**src/common/rsm_pkg.sv**
```systemverilog
// package: constants and types of the reset sequence manager
package rsm_pkg;
  localparam int unsigned CLK_HZ           = 50_000_000;
  localparam int unsigned DELAY_SHORT_CYC  = 256;
  localparam int unsigned DELAY_LONG_CYC   = 4096;
  localparam int unsigned FETCH_CYC        = 2;
  localparam int unsigned CNT_W            = 13;
  localparam logic [15:0] VEC_ADDR_HI      = 16'hFFFE;
  localparam logic [15:0] VEC_ADDR_LO      = 16'hFFFF;
  localparam logic [15:0] ADDR_IDLE        = 16'h0000;
  localparam logic [2:0]  CAUSE_NONE       = 3'h0;

  // sequence phases, one-hot
  typedef enum logic [3:0] {
    RSM_ACTIVE = 4'b0001,
    RSM_DELAY  = 4'b0010,
    RSM_FETCH  = 4'b0100,
    RSM_RUN    = 4'b1000
  } rsm_state_e;
endpackage

```
**src/common/rsm_cause_if.sv**
```systemverilog
// interface: reset causes between the catcher and the sequencer
`timescale 1ns/1ps
interface rsm_cause_if;
  logic       any_cause;
  logic [2:0] cause;
  modport catcher (output any_cause, output cause);
  modport seq     (input any_cause, input cause);
endinterface

```
**src/hdl/reset_sequence_manager.sv**
```systemverilog
// module: reset sequence manager top
// Operation
// - pin, low voltage, watchdog each start reset
// - every cause drives pin; low during delay
// - phases: active, delay, then vector fetch
// - delay 256 or 4096 cycles, option selected
// - vector fetch two cycles from FFFE-FFFF
// - open-drain pin, driven only low
// - pin low caught asynchronously, even halted
`timescale 1ns/1ps
module reset_sequence_manager #(
  parameter int unsigned DELAY_SHORT = rsm_pkg::DELAY_SHORT_CYC,
  parameter int unsigned DELAY_LONG  = rsm_pkg::DELAY_LONG_CYC
) (
  input  wire logic        clk_in,
  input  wire logic        nrst_in,
  input  wire logic        rst_pin_in,
  output logic             rst_pin_out,
  output logic             rst_pin_oe_out,
  input  wire logic        low_voltage_detect_in,
  input  wire logic        wdg_rst_in,
  input  wire logic        opt_long_delay_in,
  output logic             cpu_rst_n_out,
  output logic             vec_fetch_out,
  output logic [15:0]      vec_addr_out,
  output rsm_pkg::rsm_state_e phase_out
);
  import rsm_pkg::*;

  rsm_cause_if cif ();
  rsm_state_e        st_r, st_nxt;
  logic [CNT_W-1:0]  cnt_r, cnt_nxt;
  logic              oe_r, oe_nxt;
  logic              crn_r, crn_nxt;
  logic              vf_r, vf_nxt;
  logic [15:0]       va_r, va_nxt;

  // pin seen low externally (we never read our own drive as a cause)
  rsm_cause_catch u_catch (
    .clk_in     (clk_in),
    .nrst_in    (nrst_in),
    .pin_low_in (~rst_pin_in & ~oe_r),
    .lvd_in     (low_voltage_detect_in),
    .wdg_in     (wdg_rst_in),
    .c          (cif.catcher)
  );

  function automatic logic [CNT_W-1:0] delay_len(input logic long_sel);
    delay_len = long_sel ? CNT_W'(DELAY_LONG - 1) : CNT_W'(DELAY_SHORT - 1);
  endfunction

  // phase sequencing
  always_comb begin
    st_nxt  = st_r;
    cnt_nxt = cnt_r;
    oe_nxt  = 1'b0;
    crn_nxt = 1'b0;
    vf_nxt  = 1'b0;
    va_nxt  = ADDR_IDLE;
    if (cif.any_cause) begin
      st_nxt  = RSM_ACTIVE;
      cnt_nxt = '0;
      oe_nxt  = 1'b1;
    end else begin
      case (st_r)
        RSM_ACTIVE: begin
          st_nxt  = RSM_DELAY;
          cnt_nxt = delay_len(opt_long_delay_in);
          oe_nxt  = 1'b1;
        end
        RSM_DELAY: begin
          oe_nxt = 1'b1;
          if (cnt_r == '0) begin
            st_nxt  = RSM_FETCH;
            cnt_nxt = CNT_W'(FETCH_CYC - 1);
            oe_nxt  = 1'b0;
            vf_nxt  = 1'b1;
            va_nxt  = VEC_ADDR_HI;
          end else begin
            cnt_nxt = cnt_r - 1'b1;
          end
        end
        RSM_FETCH: begin
          if (cnt_r == '0) begin
            st_nxt  = RSM_RUN;
            crn_nxt = 1'b1;
          end else begin
            cnt_nxt = cnt_r - 1'b1;
            vf_nxt  = 1'b1;
            va_nxt  = VEC_ADDR_LO;
          end
        end
        RSM_RUN: begin
          crn_nxt = 1'b1;
        end
        default: begin
          st_nxt = RSM_ACTIVE;
          oe_nxt = 1'b1;
        end
      endcase
    end
  end

  always_ff @(posedge clk_in or negedge nrst_in) begin
    if (!nrst_in) begin
      st_r  <= RSM_ACTIVE;
      cnt_r <= '0;
      oe_r  <= 1'b1;
      crn_r <= 1'b0;
      vf_r  <= 1'b0;
      va_r  <= ADDR_IDLE;
    end else begin
      st_r  <= st_nxt;
      cnt_r <= cnt_nxt;
      oe_r  <= oe_nxt;
      crn_r <= crn_nxt;
      vf_r  <= vf_nxt;
      va_r  <= va_nxt;
    end
  end

  assign rst_pin_out    = 1'b0;
  assign rst_pin_oe_out = oe_r;
  assign cpu_rst_n_out  = crn_r;
  assign vec_fetch_out  = vf_r;
  assign vec_addr_out   = va_r;
  assign phase_out      = st_r;
endmodule // reset_sequence_manager

```
**src/hdl/rsm_cause_catch.sv**
```systemverilog
// module: catch of reset causes, pin cause asynchronous, low voltage and watchdog clocked
`timescale 1ns/1ps
module rsm_cause_catch (
  input  wire logic   clk_in,
  input  wire logic   nrst_in,
  input  wire logic   pin_low_in,
  input  wire logic   lvd_in,
  input  wire logic   wdg_in,
  rsm_cause_if.catcher c
);
  import rsm_pkg::*;
  logic [2:0] raw;
  logic [2:0] hold_r;
  logic [2:0] hold_nxt;
  logic       pin_nrst;

  // external pin low resets the catch flop with no clock needed
  assign pin_nrst = nrst_in & ~pin_low_in;
  assign raw      = {wdg_in, lvd_in, pin_low_in};

  // latched cause bits, pin bit forced asynchronously
  always_comb begin
    hold_nxt = raw;
  end

  always_ff @(posedge clk_in or negedge pin_nrst) begin
    if (!pin_nrst) begin
      hold_r <= 3'h1;
    end else begin
      hold_r <= hold_nxt;
    end
  end

  assign c.cause     = hold_r;
  assign c.any_cause = |hold_r;
endmodule // rsm_cause_catch

```
**config.mk**
```make
export PLATFORM = sky130hd
export DESIGN_NAME = reset_sequence_manager
export DESIGN_NICKNAME = d
export VERILOG_FILES = /design/src/common/rsm_pkg.sv /design/src/common/rsm_cause_if.sv /design/src/hdl/reset_sequence_manager.sv /design/src/hdl/rsm_cause_catch.sv
export SDC_FILE = /design/constraint.sdc
export NUM_CORES = 1
export LEC_CHECK = 0
export BUFFER_PORTS_ARGS = -buffer_cell sky130_fd_sc_hd__buf_4
export CAP_MARGIN = 20
export CORE_MARGIN = 2
export CORE_UTILIZATION = 45
export DETAILED_ROUTE_END_ITERATION = 10
export PLACE_DENSITY_LB_ADDON = 0.08
export SLEW_MARGIN = 20
export SYNTH_ARGS = -nofsm -noshare
export SYNTH_HDL_FRONTEND = slang
export SYNTH_SLANG_ARGS = --single-unit
```
**constraint.sdc**
```tcl
create_clock -name clk_in -period 0.9 [get_ports clk_in]
set_input_delay 0 -clock clk_in [delete_from_list [all_inputs] [get_ports clk_in]]
set_output_delay 0 -clock clk_in [all_outputs]
set_load 0.02 [all_outputs]
```
=== Yosys cells after proc, flatten, opt, wreduce, memory -nomap -nowiden ===
Index checks and enable logic that the tools add are counted.

* Word-level logic and storage cells: 48
* Output and inout port bits: 24
* Flip-flop bits (word level): 39

* Reductions and logical operators: 6
* Multiplexer cells: 21
* Bitwise operators: 5
* Eq/ne operators: 8
* $add $sub $neg: 1

{| class="wikitable"
|+ Operators with widths
! operator !! count
|-
| $mux W16 || 3
|-
| $mux W13 || 3
|-
| $pmux W13 S3 || 1
|-
| $pmux W16 S2 || 1
|-
| $pmux W4 S4 || 1
|-
| $logic_not A13 Y1 || 1
|-
| $sub A13 B1 Y13 const B || 1
|-
| $mux W12 || 1
|-
| $mux W4 || 3
|-
| $ne A3 B3 Y1 const B || 3
|-
| $pmux W1 S2 || 3
|-
| $mux W1 || 5
|-
| $eq A4 B1 Y1 const B || 1
|-
| $eq A4 B2 Y1 const B || 1
|-
| $eq A4 B3 Y1 const B || 1
|-
| $eq A4 B4 Y1 const B || 1
|-
| $reduce_bool A4 Y1 || 1
|-
| $not A1 Y1 || 3
|-
| $reduce_and A3 Y1 || 1
|-
| $reduce_or A3 Y1 || 1
|-
| $and A1 B1 Y1 || 2
|-
| $ne A2 B2 Y1 const B || 1
|-
| $reduce_and A2 Y1 || 1
|-
| $reduce_or A2 Y1 || 1
|}

=== Logic depth before layout (Yosys ltp) ===
* Depth after elaboration: 4
* Depth in mapped cells: 9
* Gate-level depth less buffers: 7

=== Hierarchy ===
A second synthesis with hierarchy kept.

* Cells, all modules: 166
* Area, all modules: 1498.9 um^2

{| class="wikitable"
|+ Modules (own cells, without submodules)
! module !! area an instance (um^2) !! times used !! cells an instance
|-
| reset_sequence_manager || 1410.1 || 1 || 161
|-
| rsm_cause_catch || 88.8 || 1 || 5
|}

=== Worst setup path after synthesis ===
Ideal clock, no wire load.

* Kind: register to register
* Start: register cnt_r[0]
* End: register crn_r (netlist: cpu_rst_n_out)
* Arrival: 2.070 ns
* Data required time: 0.789 ns
* Stages on the path, launching flop included: 8
* Period minus slack after synthesis: 2.181 ns
* Path buffers: 1
* Slack: -1.281 ns
* Cells stage by stage: dfrtp_1 -> inv_1 -> ha_1 -> or3b_1 -> clkbuf_1 -> nor4_4 -> nand3b_2 -> a2111oi_2

* Cells in the longest elaborated chain, start to end: 4

{| class="wikitable"
|+ RTL lines
! item !! RTL line !! text
|-
| from (decl) || reset_sequence_manager.sv:32 || <nowiki>logic [CNT_W-1:0] cnt_r, cnt_nxt;</nowiki>
|-
| from (signal assigned) || reset_sequence_manager.sv:114 || <nowiki>cnt_r <= cnt_nxt;</nowiki>
|-
| $logic_not A13 Y1 || reset_sequence_manager.sv:84 || <nowiki>if (cnt_r == '0) begin</nowiki>
|-
| $mux W1 || reset_sequence_manager.sv:84 ||
|-
| $pmux W1 S2 || reset_sequence_manager.sv:65 || <nowiki>case (st_r)</nowiki>
|-
| $mux W1 || reset_sequence_manager.sv:60 || <nowiki>if (cif.any_cause) begin</nowiki>
|-
| net crn_nxt || reset_sequence_manager.sv:34 || <nowiki>logic crn_r, crn_nxt;</nowiki>
|-
| to (signal assigned) || reset_sequence_manager.sv:116 || <nowiki>crn_r <= crn_nxt;</nowiki>
|-
| to (decl) || reset_sequence_manager.sv:34 ||
|}

The timed path passes the listed nets, and every way through them passes these cells.
A chain may end at the register's enable or synchronous reset.

=== Final worst setup path ===
* Start: register cnt_r[8]
* End: register crn_r (netlist: cpu_rst_n_out)

Same word-level chain as after synthesis.

==> run summary <==
====================================================================================
Mapped Nets ...........................................................          178
Combined area of all synthesized cells ................................    1505 um^2
Clock transition at the registers of the reported paths ...............      0.14 ns
Number of cells produced by synthesis .................................          171
Worst Setup Path Type ................................................. register to register
Post-detailed-placement cell area .....................................    1956 um^2
Most frequent cell after synthesis .................................... sky130_fd_sc_hd__dfrtp_1
Period Utilization, post-route ........................................        2.191
RSZ-0062 raised after global routing ..................................          yes
Total clock buffers created by CTS ....................................            3
Synth area leaders .................................................... sky130_fd_sc_hd__dfrtp_1 (35%), sky130_fd_sc_hd__buf_4 (8.0%), sky130_fd_sc_hd__a21oi_1 (6.0%)
Via count of the routed design ........................................         1561
FF+latch count, synth .................................................           24
PD cells .............................................................. 1208 nW/um^2
Share of cells above drive strength 1 .................................       0.5677
Parity-gate share of the synthesized area counting xor and xnor cells .      0.01164
Core outline area .....................................................    3128 um^2
Worst r2r dst ......................................................... cpu_rst_n_out$_DFF_PN0_
Leading post-synthesis cells by instance count ........................ sky130_fd_sc_hd__dfrtp_1 (21), sky130_fd_sc_hd__a21oi_1 (18), sky130_fd_sc_hd__buf_4 (16)
Seq/Total Area, Yosys .................................................       0.4015
Endpoint kind of the worst setup timing path ..........................     register
Origin of the critical flop-to-flop path .............................. cnt_r[8]$_DFFE_PN0P_
Area share of the leading cell type in the synthesized netlist ........       0.3491
Main combinational cell family by area after synthesis ................ simple AND/OR/NAND/NOR gates
Standard-cell row count ...............................................           20
Worst supply voltage drop on vdd ......................................    0.8447 mV
Inst Count DP .........................................................          255
Overall die area ......................................................    3824 um^2
Die height ............................................................     61.84 um
Count of synthesis-stage warnings from yosys ..........................            0
Register-to-Register Path Depth .......................................            5
Share of cell area taken by muxes after synthesis .....................     0.006650
Status ................................................................ finished with violations
Final number of setup-violating endpoints .............................           42
Iteration count of the initial detailed-routing pass ..................            4
Global placer's final weighted congestion .............................       0.8325
Tightest Hold Check Type .............................................. input port to async pin
Library cell with the largest summed area after synthesis ............. sky130_fd_sc_hd__dfrtp_1
Insertion delay to the later sink of the worst-skew pair ..............      0.32 ns
WL final ..............................................................      4655 um
Complex-gate fraction of the synthesized area .........................       0.2103
Post-place setup slack ................................................    -1.171 ns
TritonCTS clock tree ..................................................        built
Die extent in x .......................................................     61.84 um
Residual overflow from global routing .................................            0
Final routed wire length divided by cell count ........................     17.05 um
Diodes inserted .......................................................            0
Violations in the final reports ....................................... negative setup slack
Post-Layout Cell Count ................................................          273
EDFF count, synth .....................................................            0
Max Cap Violations ....................................................            0
# nets final ..........................................................          237
Reg2reg setup slack ...................................................     -1.07 ns
Post-detailed-route count of antenna-violating nets ...................            0
Count of input and output buffers .....................................           28
Starting Density ......................................................       0.4812
Worst Path Arrival ....................................................      2.20 ns
Maximum operating frequency ...........................................   0.5071 GHz
GRT Resource Usage Total ..............................................       0.2550
Synth async-reset ratio ...............................................        1.000
DR DRC count ..........................................................            0
Post-layout utilization of the core ...................................       0.7812
Synth Area per Inst ...................................................   8.802 um^2
Clock Skew ............................................................   0.01143 ns
Largest fanout of any net on the critical path ........................            5
Syn-to-layout area delta ..............................................       62.34%
Max H-tree Level ......................................................            1
Simple-gate area share of the yosys netlist ...........................       0.2269
Final-report max-slew violation count .................................            0
Antenna violations before repair ......................................            0
Maximum number of pins on one net before global-route repair ..........           16
Via count of the first global-routing pass ............................         1535
Most common flop cell mapped by yosys ................................. sky130_fd_sc_hd__dfrtp_1
Post-synthesis adder-cell area fraction ...............................     0.008313
Clock root cell ....................................................... sky130_fd_sc_hd__clkbuf_4
CTS Sinks .............................................................           24
Number of distinct library cells after synthesis ......................           46
Post-layout minimum cycle time ........................................     1.972 ns
I/O pins ..............................................................           30
Number of DRC violations after detailed-routing iteration 0 ...........           64
Wire length of the first global-routing pass ..........................      7162 um
Least setup slack across all paths after layout .......................    -1.072 ns
Endpoint required time on the critical path ...........................      1.13 ns
Placed wire-length estimate ...........................................      2889 um
Crit path launch type .................................................     register
Ratio of routed vias to standard cells ................................        5.718
Hold violation total from the final report ............................            0
Post-route standard cell area excluding fillers .......................    2444 um^2
Clock tree buffer depth ...............................................            2
Static leakage ........................................................     1.086 nW
====================================================================================
power by group:
part           leakage, nW  internal (mW)  total (mW)  switching [mW]
registers            0.308           1.12        1.16          0.0364
clock network       0.0279          0.450       0.785           0.334
logic                0.750          0.492        1.01           0.514
repair_timing:
action / 4_1_cts / 5_1_grt
pin swaps: 22 / 9
resized for setup: 68 / 18
buffers inserted: 8 / 3
endpoints found under the hold margin: 27 / 0
gates cloned: 1 / 0
hold buffers: 4 / 0
setup endpoints to repair: 42 / 43
registers in the layout, indices dropped and copies added, names as in the netlist:
| signal | cells |
|---|---|
| cnt_r | 13 |
| phase_out | 4 |
| u_catch.c.cause | 3 |
| vec_addr_out | 2 |
| cpu_rst_n_out | 1 |
| rst_pin_oe_out | 1 |
per-stage QoR:
| stage | total power [mW] | hold slack (ns) | TNS [ns] |
|---|---|---|---|
| 3_5_place_dp | 1.928 | -0.1409 | -21.93 |
| 2_1_floorplan | 1.620 | -0.2956 | -22.97 |
| 6_report | 2.951 | 0.05138 | -23.55 |
| 5_1_grt | 3.110 | 0.04770 | -26.45 |
| 3_3_place_gp | 1.907 | -0.1442 | -21.14 |
| 4_1_cts | 2.917 | 0.04464 | -22.98 |
cell families after synthesis:
group,Yosys count
xor gates and xnor gates,2
DFF,24
and+or+nand+nor,58
buffers and inverters,34
AOI/OAI and AO/OA,50
other,1
muxes,1
adders and majority gates,1
critical path, cell delays in order, from the launching register on:
cell                        delay [ns]
sky130_fd_sc_hd__dfrtp_1          0.40
sky130_fd_sc_hd__or4_4            0.59
sky130_fd_sc_hd__nor4_4           0.30
sky130_fd_sc_hd__buf_6            0.18
sky130_fd_sc_hd__nand3b_4         0.11
sky130_fd_sc_hd__a2111oi_4        0.30
per-layer routing:
| layer | part of all wire | track usage | up-vias |
|---|---|---|---|
| met5 | 0 | 0 | - |
| met4 | 0.020 | 0.09119 | 0 |
| met3 | 0.050 | 0.03313 | 13 |
| met2 | 0.52 | 0.4677 | 65 |
| met1 | 0.41 | 0.3038 | 762 |
| li1 | - | - | 721 |
cells in the final DEF, fill, tap and decap left out, types with 4 or more instances in the layout:
master / n
sky130_fd_sc_hd__a21oi_1: 13
sky130_fd_sc_hd__o21ai_1: 9
sky130_fd_sc_hd__dfrtp_1: 19
sky130_fd_sc_hd__nor3_2: 5
sky130_fd_sc_hd__nor2_1: 9
sky130_fd_sc_hd__nor3_1: 7
sky130_fd_sc_hd__o21ai_0: 4
sky130_fd_sc_hd__dlygate4sd3_1: 4
sky130_fd_sc_hd__buf_6: 34
sky130_fd_sc_hd__buf_4: 41
sky130_fd_sc_hd__o21ai_2: 4
sky130_fd_sc_hd__nand2_1: 5
area by class of cell:
type	count	area (um^2)
Timing Repair Buffer	82	785.8
Inverter	5	18.77
Multi-Input combinational cell	114	924.6
Tap cell	44	55.05
Clock inverter	1	30.03
Clock buffer	3	22.52
Sequential cell	24	606.8
Fill cell	210	684.4
how the worst max path moves through the flow:
stage,startpoint,to,cells after the start,slack [ns]
2_1_floorplan,cnt_r[6]$_DFFE_PN0P_,cnt_r[4]$_DFFE_PN0P_,7,-1.20
3_3_place_gp,cnt_r[1]$_DFFE_PN0P_,cnt_r[5]$_DFFE_PN0P_,9,-1.11
3_5_place_dp,cnt_r[0]$_DFFE_PN0P_,cpu_rst_n_out$_DFF_PN0_,7,-1.17
4_1_cts,cnt_r[7]$_DFFE_PN0P_,cpu_rst_n_out$_DFF_PN0_,5,-1.06
5_1_grt,cnt_r[5]$_DFFE_PN0P_,cnt_r[1]$_DFFE_PN0P_,6,-1.18
6_report,cnt_r[8]$_DFFE_PN0P_,cpu_rst_n_out$_DFF_PN0_,5,-1.07
(Power assumes the default switching activity.)
